### src/bcr_defines.svh
// Offsets, field positions, codes and timing counts of the buck regulator control block
`ifndef BCR_DEFINES_SVH
`define BCR_DEFINES_SVH

// Voltage code widths and steps
`define BCR_VOUT12_W      8
`define BCR_VOUT3_W       7
`define BCR_STEP12_UV     6250
`define BCR_MIN12_MV      600
`define BCR_MAX12_MV      2194
`define BCR_STEP3_MV      10
`define BCR_MIN3_MV       260
`define BCR_MAX3_MV       1520

// Operating mode codes
`define BCR_OPMD_OFF      2'h0
`define BCR_OPMD_SLEEP    2'h1
`define BCR_OPMD_LOWPWR   2'h2
`define BCR_OPMD_NORMAL   2'h3

// Sequencer configuration fields
`define BCR_SEQ_PU_BIT    7
`define BCR_SEQ_PD_BIT    6
`define BCR_SEQ_MST_LSB   4
`define BCR_SEQ_MST_W     2
`define BCR_SEQ_SLOT_LSB  0
`define BCR_SEQ_SLOT_W    3
`define BCR_SEQ_CFG_W     8

// Timing
`define BCR_CLK_NS        4
`define BCR_SS_TIME_NS    200000
`define BCR_SS_CYC        ((`BCR_SS_TIME_NS + `BCR_CLK_NS - 1) / `BCR_CLK_NS)
`define BCR_STEP_TIME_NS  4000
`define BCR_STEP_CYC      ((`BCR_STEP_TIME_NS + `BCR_CLK_NS - 1) / `BCR_CLK_NS)
`define BCR_CNT_W         17

`endif

### src/bcr_pkg.sv
// Types shared by the buck regulator control modules
package bcr_pkg;

  typedef enum logic [1:0] {
    bcr_ph_off,
    bcr_ph_soft,
    bcr_ph_ramp,
    bcr_ph_steady
  } bcr_phase_t;

endpackage : bcr_pkg

### src/bcr_chan.sv
// One regulator channel: soft-start timer, target code, ramp and comparator blanking
`timescale 1ns/1ns
`default_nettype none
`include "bcr_defines.svh"

module bcr_chan #(
  parameter int unsigned W        = 8,
  parameter bit          RAMP     = 1'b0,
  parameter int unsigned SS_CYC   = 1,
  parameter int unsigned STEP_CYC = 1
) (
  // Clock and reset
  input  wire logic         clock,
  input  wire logic         srst,
  // Control
  input  wire logic         en,
  input  wire logic         fall_ramp_en,
  input  wire logic [W-1:0] code,
  // Results
  output logic [W-1:0]      target,
  output bcr_pkg::bcr_phase_t phase,
  output logic              uv_blank,
  output logic              ov_blank
);
  import bcr_pkg::*;

  localparam int CW = `BCR_CNT_W;
  localparam logic [CW-1:0] SS_LAST   = CW'(SS_CYC - 1);
  localparam logic [CW-1:0] STEP_LAST = CW'(STEP_CYC - 1);

  typedef struct packed {
    bcr_phase_t    ph;
    logic          fall;
    logic [CW-1:0] cnt;
    logic [W-1:0]  tgt;
  } bcr_chan_state_t;

  bcr_chan_state_t q;
  bcr_chan_state_t d;

  always_comb begin
    d = q;
    case (q.ph)
      bcr_ph_off: begin
        d.tgt = code;
        d.cnt = '0;
        if (en) d.ph = bcr_ph_soft;
      end
      bcr_ph_soft: begin
        d.tgt = code;
        d.cnt = q.cnt + 1'b1;
        if (!en) d.ph = bcr_ph_off;
        else if (q.cnt == SS_LAST) d.ph = bcr_ph_steady;
      end
      bcr_ph_steady: begin
        d.cnt = '0;
        if (!en) d.ph = bcr_ph_off;
        else if (code != q.tgt) begin
          if (RAMP && code > q.tgt) begin
            d.ph   = bcr_ph_ramp;
            d.fall = 1'b0;
          end else if (RAMP && fall_ramp_en) begin
            d.ph   = bcr_ph_ramp;
            d.fall = 1'b1;
          end else d.tgt = code;
        end
      end
      bcr_ph_ramp: begin
        if (!en) d.ph = bcr_ph_off;
        else if (q.cnt == STEP_LAST) begin
          d.cnt = '0;
          if (code == q.tgt) d.ph = bcr_ph_steady;
          else if (code > q.tgt) begin
            d.tgt  = q.tgt + 1'b1;
            d.fall = 1'b0;
          end else begin
            d.tgt  = q.tgt - 1'b1;
            d.fall = 1'b1;
          end
        end else d.cnt = q.cnt + 1'b1;
      end
      default: d.ph = bcr_ph_off;
    endcase
  end

  always_ff @(posedge clock) begin
    if (srst) q <= '0;
    else q <= d;
  end

  // Off and soft-start blank both comparators; a ramp blanks the one its direction trips
  assign target   = q.tgt;
  assign phase    = q.ph;
  assign uv_blank = (q.ph == bcr_ph_off) || (q.ph == bcr_ph_soft) || (q.ph == bcr_ph_ramp && !q.fall);
  assign ov_blank = (q.ph == bcr_ph_off) || (q.ph == bcr_ph_soft) || (q.ph == bcr_ph_ramp && q.fall);

endmodule : bcr_chan
`default_nettype wire

### src/bcr_top.sv
// Control and fault monitoring for three step-down regulators
// How it works
// - Regulators one and two take an 8-bit code, 6.25 mV per step.
// - Regulator three takes a 7-bit code, 10 mV per step.
// - Undervoltage sets that regulator's flag in the shared flag vector.
// - Overvoltage sets that regulator's overvoltage flag.
// - An event requests power-down only when its mask bit is clear.
// - Flags set on events whether masked or not.
// - Regulators one and two blank undervoltage until soft-start ends.
// - Regulators one and two blank overvoltage until soft-start ends.
// - Code changes on regulators one and two jump straight, no ramp, no blanking.
// - Regulator three blanks undervoltage until soft-start completes.
// - Regulator three blanks undervoltage during a rising ramp.
// - Falling ramp blanks overvoltage; from steady a drop ramps only when enabled, otherwise code drops at once.
// - Live status bits show present conditions, separate from latched flags.
// - Mode 00 without sequencer control turns the regulator off.
// - Sequencer config selects power-up, power-down joining, master and slot.
// - Mode 01 enters low power while the device sleeps.
// - Mode 10 forces low power regardless of sleep.
// - Discharge path connects while disabled, disconnects while enabled.
// - Each regulator discharges while disabled only with its disable bit zero.
// - Mode decode per table; sequencer enable gates assigned regulators.
`timescale 1ns/1ns
`default_nettype none
`include "bcr_defines.svh"

module bcr_top #(
  parameter int unsigned SS_CYC = `BCR_SS_CYC
) (
  // Clock and reset
  input  wire logic                           clock,
  input  wire logic                           srst,
  // Voltage codes
  input  wire logic [`BCR_VOUT12_W-1:0]       reg_vout_code_1,
  input  wire logic [`BCR_VOUT12_W-1:0]       reg_vout_code_2,
  input  wire logic [`BCR_VOUT3_W-1:0]        third_reg_vout_code,
  input  wire logic                           falling_ramp_enable,
  // Mode control, two bits per regulator, regulator three highest
  input  wire logic [5:0]                     reg_operating_mode,
  input  wire logic [2:0]                     sequencer_assign_bit,
  input  wire logic [2:0]                     sequencer_enable_signal,
  input  wire logic                           sleep_state_flag,
  input  wire logic [2:0]                     reg_discharge_disable,
  // Sequencer configuration
  input  wire logic [`BCR_SEQ_CFG_W-1:0]      reg_sequencer_config_1,
  input  wire logic [`BCR_SEQ_CFG_W-1:0]      reg_sequencer_config_2,
  input  wire logic [`BCR_SEQ_CFG_W-1:0]      third_reg_sequencer_config,
  // Masks and flag clears
  input  wire logic [2:0]                     reg_undervolt_mask,
  input  wire logic [2:0]                     reg_overvolt_mask,
  input  wire logic [2:0]                     undervolt_flag_clear,
  input  wire logic [2:0]                     overvolt_flag_clear,
  // Comparator pins
  input  wire logic [2:0]                     undervolt_cmp,
  input  wire logic [2:0]                     overvolt_cmp,
  // Regulator drive
  output logic [`BCR_VOUT12_W-1:0]            vout_target_1,
  output logic [`BCR_VOUT12_W-1:0]            vout_target_2,
  output logic [`BCR_VOUT3_W-1:0]             third_vout_target,
  output logic [2:0]                          reg_enable,
  output logic [2:0]                          low_power_state,
  output logic [2:0]                          discharge_on,
  // Flags and status
  output logic [2:0]                          reg_undervolt_flag,
  output logic [2:0]                          reg_overvolt_flag,
  output logic [2:0]                          undervolt_status,
  output logic [2:0]                          overvolt_status,
  output logic                                power_down_req,
  // Sequencer membership
  output logic [2:0]                          seq_join_up,
  output logic [2:0]                          seq_join_down,
  output logic [3*`BCR_SEQ_MST_W-1:0]         seq_master,
  output logic [3*`BCR_SEQ_SLOT_W-1:0]        seq_slot
);
  import bcr_pkg::*;

  localparam int VW = `BCR_VOUT12_W;
  localparam int TW = `BCR_VOUT3_W;
  localparam int MW = `BCR_SEQ_MST_W;
  localparam int SW = `BCR_SEQ_SLOT_W;

  typedef struct packed {
    logic [2:0]    uv_s1;
    logic [2:0]    uv_s2;
    logic [2:0]    ov_s1;
    logic [2:0]    ov_s2;
    logic [2:0]    en;
    logic [2:0]    lp;
    logic [2:0]    dis;
    logic [2:0]    uv_flag;
    logic [2:0]    ov_flag;
    logic [2:0]    uv_stat;
    logic [2:0]    ov_stat;
    logic [5:0]    trig;
    logic          pd;
    logic [VW-1:0] tgt1;
    logic [VW-1:0] tgt2;
    logic [TW-1:0] tgt3;
    logic [2:0]    pu;
    logic [2:0]    pdn;
    logic [3*MW-1:0] mst;
    logic [3*SW-1:0] slot;
  } bcr_top_state_t;

  bcr_top_state_t q;
  bcr_top_state_t d;

  logic [VW-1:0] tgt1_w;
  logic [VW-1:0] tgt2_w;
  logic [TW-1:0] tgt3_w;
  logic [2:0]    uv_blank;
  logic [2:0]    ov_blank;

  // Regulators one and two jump straight to a new code
  bcr_chan #(
    .W        (VW),
    .RAMP     (1'b0),
    .SS_CYC   (SS_CYC),
    .STEP_CYC (`BCR_STEP_CYC)
  ) u_chan1 (
    .clock        (clock),
    .srst         (srst),
    .en           (q.en[0]),
    .fall_ramp_en (1'b0),
    .code         (reg_vout_code_1),
    .target       (tgt1_w),
    .phase        (),
    .uv_blank     (uv_blank[0]),
    .ov_blank     (ov_blank[0])
  );

  bcr_chan #(
    .W        (VW),
    .RAMP     (1'b0),
    .SS_CYC   (SS_CYC),
    .STEP_CYC (`BCR_STEP_CYC)
  ) u_chan2 (
    .clock        (clock),
    .srst         (srst),
    .en           (q.en[1]),
    .fall_ramp_en (1'b0),
    .code         (reg_vout_code_2),
    .target       (tgt2_w),
    .phase        (),
    .uv_blank     (uv_blank[1]),
    .ov_blank     (ov_blank[1])
  );

  // Regulator three walks up to a new code one step at a time, and down only with falling ramp enabled or while already ramping
  bcr_chan #(
    .W        (TW),
    .RAMP     (1'b1),
    .SS_CYC   (SS_CYC),
    .STEP_CYC (`BCR_STEP_CYC)
  ) u_chan3 (
    .clock        (clock),
    .srst         (srst),
    .en           (q.en[2]),
    .fall_ramp_en (falling_ramp_enable),
    .code         (third_reg_vout_code),
    .target       (tgt3_w),
    .phase        (),
    .uv_blank     (uv_blank[2]),
    .ov_blank     (ov_blank[2])
  );

  logic [2:0] uv_cond;
  logic [2:0] ov_cond;
  logic [5:0] trig;
  logic [`BCR_SEQ_CFG_W-1:0] cfg [3];

  assign cfg[0] = reg_sequencer_config_1;
  assign cfg[1] = reg_sequencer_config_2;
  assign cfg[2] = third_reg_sequencer_config;

  // Blanked comparators give the present condition
  assign uv_cond = q.uv_s2 & ~uv_blank;
  assign ov_cond = q.ov_s2 & ~ov_blank;
  assign trig    = {ov_cond & ~reg_overvolt_mask, uv_cond & ~reg_undervolt_mask};

  always_comb begin
    logic [1:0] md;
    md = 2'h0;
    d  = q;

    // Comparator pins are asynchronous to the clock
    d.uv_s1 = undervolt_cmp;
    d.uv_s2 = q.uv_s1;
    d.ov_s1 = overvolt_cmp;
    d.ov_s2 = q.ov_s1;

    for (int i = 0; i < 3; i++) begin
      md = reg_operating_mode[2*i +: 2];
      if (sequencer_assign_bit[i] && !sequencer_enable_signal[i]) begin
        d.en[i] = 1'b0;
        d.lp[i] = 1'b0;
      end else begin
        case (md)
          `BCR_OPMD_OFF: begin
            d.en[i] = 1'b0;
            d.lp[i] = 1'b0;
          end
          `BCR_OPMD_SLEEP: begin
            d.en[i] = 1'b1;
            d.lp[i] = sleep_state_flag;
          end
          `BCR_OPMD_LOWPWR: begin
            d.en[i] = 1'b1;
            d.lp[i] = 1'b1;
          end
          default: begin
            d.en[i] = 1'b1;
            d.lp[i] = 1'b0;
          end
        endcase
      end
      // Discharge follows the registered enable, so it stays on for one cycle after enable rises
      d.dis[i] = !q.en[i] && !reg_discharge_disable[i];

      d.pu[i]             = cfg[i][`BCR_SEQ_PU_BIT];
      d.pdn[i]            = cfg[i][`BCR_SEQ_PD_BIT];
      d.mst[MW*i +: MW]   = cfg[i][`BCR_SEQ_MST_LSB +: MW];
      d.slot[SW*i +: SW]  = cfg[i][`BCR_SEQ_SLOT_LSB +: SW];
    end

    // Set wins over a clear arriving in the same cycle
    d.uv_flag = (q.uv_flag & ~undervolt_flag_clear) | uv_cond;
    d.ov_flag = (q.ov_flag & ~overvolt_flag_clear) | ov_cond;
    d.uv_stat = uv_cond;
    d.ov_stat = ov_cond;

    // One pulse per cycle in which an unmasked event newly appears
    d.trig = trig;
    d.pd   = |(trig & ~q.trig);

    d.tgt1 = tgt1_w;
    d.tgt2 = tgt2_w;
    d.tgt3 = tgt3_w;
  end

  always_ff @(posedge clock) begin
    if (srst) q <= '0;
    else q <= d;
  end

  assign vout_target_1      = q.tgt1;
  assign vout_target_2      = q.tgt2;
  assign third_vout_target  = q.tgt3;
  assign reg_enable         = q.en;
  assign low_power_state    = q.lp;
  assign discharge_on       = q.dis;
  assign reg_undervolt_flag = q.uv_flag;
  assign reg_overvolt_flag  = q.ov_flag;
  assign undervolt_status   = q.uv_stat;
  assign overvolt_status    = q.ov_stat;
  assign power_down_req     = q.pd;
  assign seq_join_up        = q.pu;
  assign seq_join_down      = q.pdn;
  assign seq_master         = q.mst;
  assign seq_slot           = q.slot;

endmodule : bcr_top
`default_nettype wire

### config.mk
export PLATFORM = sky130hd
export DESIGN_NAME = bcr_top
export DESIGN_NICKNAME = d
export VERILOG_FILES = /design/src/bcr_pkg.sv /design/src/bcr_chan.sv /design/src/bcr_top.sv
export VERILOG_INCLUDE_DIRS = /design/src
export SDC_FILE = /design/constraint.sdc
export NUM_CORES = 1
export LEC_CHECK = 0
export ABC_AREA = 0
export BUFFER_PORTS_ARGS = -buffer_cell sky130_fd_sc_hd__buf_2
export CAP_MARGIN = 20
export CORE_UTILIZATION = 57
export CTS_CLUSTER_DIAMETER = 100
export DETAILED_ROUTE_END_ITERATION = 6
export GPL_ROUTABILITY_DRIVEN = 0
export PLACE_DENSITY = 0.86
export SLEW_MARGIN = 15
export SYNTH_ARGS = -nofsm -noshare
export SYNTH_HDL_FRONTEND = slang
export SYNTH_HIERARCHICAL = 1
export SYNTH_SLANG_ARGS = --single-unit
### constraint.sdc
create_clock -name clock -period 3.92 [get_ports clock]
set_clock_uncertainty 0.2 [all_clocks]
set_input_delay 0.196 -clock clock [delete_from_list [all_inputs] [get_ports clock]]
set_output_delay 0.196 -clock clock [all_outputs]
set_load 0.01 [all_outputs]
==> impl_metrics.env <==
export IMPL_crit_path_end_kind="register"
export IMPL_start_util_pct=58.7
export IMPL_core_area_mm2=0.0153
export IMPL_wire_per_inst_um=15.3
export IMPL_port_buffers=146
export IMPL_leakage_nw=4.40
export IMPL_cts_tree="built"
export IMPL_clk_pin_slew_ns=0.06
export IMPL_multi_input_area_mm2=0.00462
export IMPL_antenna_found_initial=0
export IMPL_gr_total_overflow=0
export IMPL_ff2ff_path_depth=13
export IMPL_synth_fp_nets=1149
export IMPL_peakVddDrop_v=0.000401
export IMPL_clock_path_buffers=2
export IMPL_dieArea_mm2=0.0163
export IMPL_synth_area_per_cell_um2=9.02
export IMPL_nets=1270
export IMPL_drc=0
export IMPL_seqCellArea_mm2=0.00334
export IMPL_cap_violations=0
export IMPL_viasPerCell=5.54
export IMPL_rsz0062_at_grt="false"
export IMPL_setup_tns_ns=0
export IMPL_worstSetupPathType="in2reg"
export IMPL_drtIter0Drc=554
export IMPL_cp_required_ns=4.00
export IMPL_final_common_cell="dfxtp_1"
export IMPL_hpwl_um=13000
export IMPL_slew_viol_final=0
export IMPL_grt_pass1_vias=7138
export IMPL_cts_root_buffer="clkbuf_16"
export IMPL_clk_latency_ns=0.43
export IMPL_finalCritPeriodShare_pct=93.7
export IMPL_max_freq_ghz=0.272
export IMPL_tightest_slew_ns=0.692
export IMPL_layout_drive_gt1_share_pct=19.0
export IMPL_cts_sinks=167
export IMPL_worstPathArrival_ns=3.76
export IMPL_drt_wl_total_um=20600
export IMPL_numCtsBuffers=17
export IMPL_final_hold_viol_count=0
export IMPL_crit_fanout=6
export IMPL_fillers=1143
export IMPL_slew_headroom_pct=53.7
export IMPL_ys_warnings_count=6
export IMPL_htree_levels=4
export IMPL_design_area_mm2=0.0105
export IMPL_netlist_instances=997
export IMPL_grt_max_degree=60
export IMPL_die_w_um=128
export IMPL_antennaDiodeCount=0
export IMPL_layout_common_cells="dfxtp_1 (167), buf_2 (145), nor2_1 (96)"
export IMPL_hold_depth=3
export IMPL_placed_cell_area_mm2=0.00916
export IMPL_final_setup_viol_count=0
export IMPL_syn_to_final_growth_pct=17.0
export IMPL_drtPass1Iterations=6
export IMPL_synth_area_mm2=0.00900
export IMPL_grt_pass1_wl_um=33300
export IMPL_cp_start_kind="input port"
export IMPL_grt_usage_pct=25.6
export IMPL_hp_class="in2reg"
export IMPL_num_io_pins=150
export IMPL_status="completed"
export IMPL_period_minus_slack_ns=3.67
export IMPL_ant_nets=0
export IMPL_cellPowerDensity_mw_per_mm2=416
export IMPL_vias=7430
export IMPL_die_y_um=128
export IMPL_fp_row_count=45
## flip-flops by register name, indices dropped and copies added (netlist names), 3 cells and up
signal	count
undervolt_status	3
q	12
u_chan1/q	18
seq_master	6
seq_join_up	3
reg_enable	3
u_chan1/target	8
third_vout_target	7
discharge_on	3
reg_undervolt_flag	3
u_chan3/target	7
overvolt_status	3
vout_target_2	8
seq_join_down	3
vout_target_1	8
u_chan2/q	18
u_chan3/q	18
u_chan2/target	8
reg_overvolt_flag	3
d	6
low_power_state	3
seq_slot	9
## critical path, stage by stage
cell and delay, ns:
dlygate4sd3_1 0.54, buf_2 0.14, ha_1 0.32, nand4_1 0.22, a21oi_1 0.25, o22a_1 0.39
inv_1 0.20, ha_1 0.37, o21ai_0 0.23, a21oi_1 0.10, o22ai_1 0.21, xnor3_1 0.25
a221oi_1 0.25, a211oi_1 0.08
## repair_timing
item / in CTS / in global routing
endpoints found under the setup margin: 0 / 2
hold buffers: 73 / 0
setup buffers: 0 / 0
gates resized for setup: 0 / 4
endpoints found under the hold margin: 68 / 0
## routing by layer
layer / track usage (%) / routed length, um / vias to the layer above
met1: 30.4 / 8810 / 3492
met2: 44.8 / 10200 / 273
li1: - / - / 3609
met3: 4.98 / 969 / 56
met4: 11.0 / 601 / 0
met5: 0 / 0 / -
## layout make-up
type	count	area share [%]
Inverter	55	1.96
Clock inverter	12	1.58
Sequential cell	167	31.8
Multi-Input combinational cell	657	43.9
Timing Repair Buffer	220	14.0
Tap cell	211	2.51
Clock buffer	20	4.34
## path summary, 6_finish.rpt
kind                            slack, ns           endpoint                   start
worst max-delay path                 0.25  u_chan3/target[6]  third_reg_vout_code[6]
worst min register to register       0.23              q[74]                   d[74]
worst min-delay path                 0.02  u_chan3/target[5]  third_reg_vout_code[5]
worst max register to register       0.26  u_chan3/target[6]       u_chan3/target[6]
## through the flow
step           std cells  total power [W]  worst slack (ns)  utilization, %  hold WS [ns]
6_report            1342          0.00438             0.247            68.7        0.0175
5_1_grt             1342          0.00457            0.0711            68.7        0.0263
4_1_cts             1342          0.00437             0.212            68.6       0.00821
3_5_place_dp        1237          0.00257             0.229            59.8         0.164
3_3_place_gp        1237          0.00254             0.355            59.8         0.159
2_1_floorplan        997          0.00244             0.670               -        0.0681
## where the power goes
part           leakage, nW  internal, W  switching [W]
Clock                0.291      0.00105       0.000704
Sequential            1.37      0.00177      0.0000516
Combinational         2.75     0.000373       0.000434
Total                 4.40      0.00319        0.00119
Power figures use the tool's default switching activity.
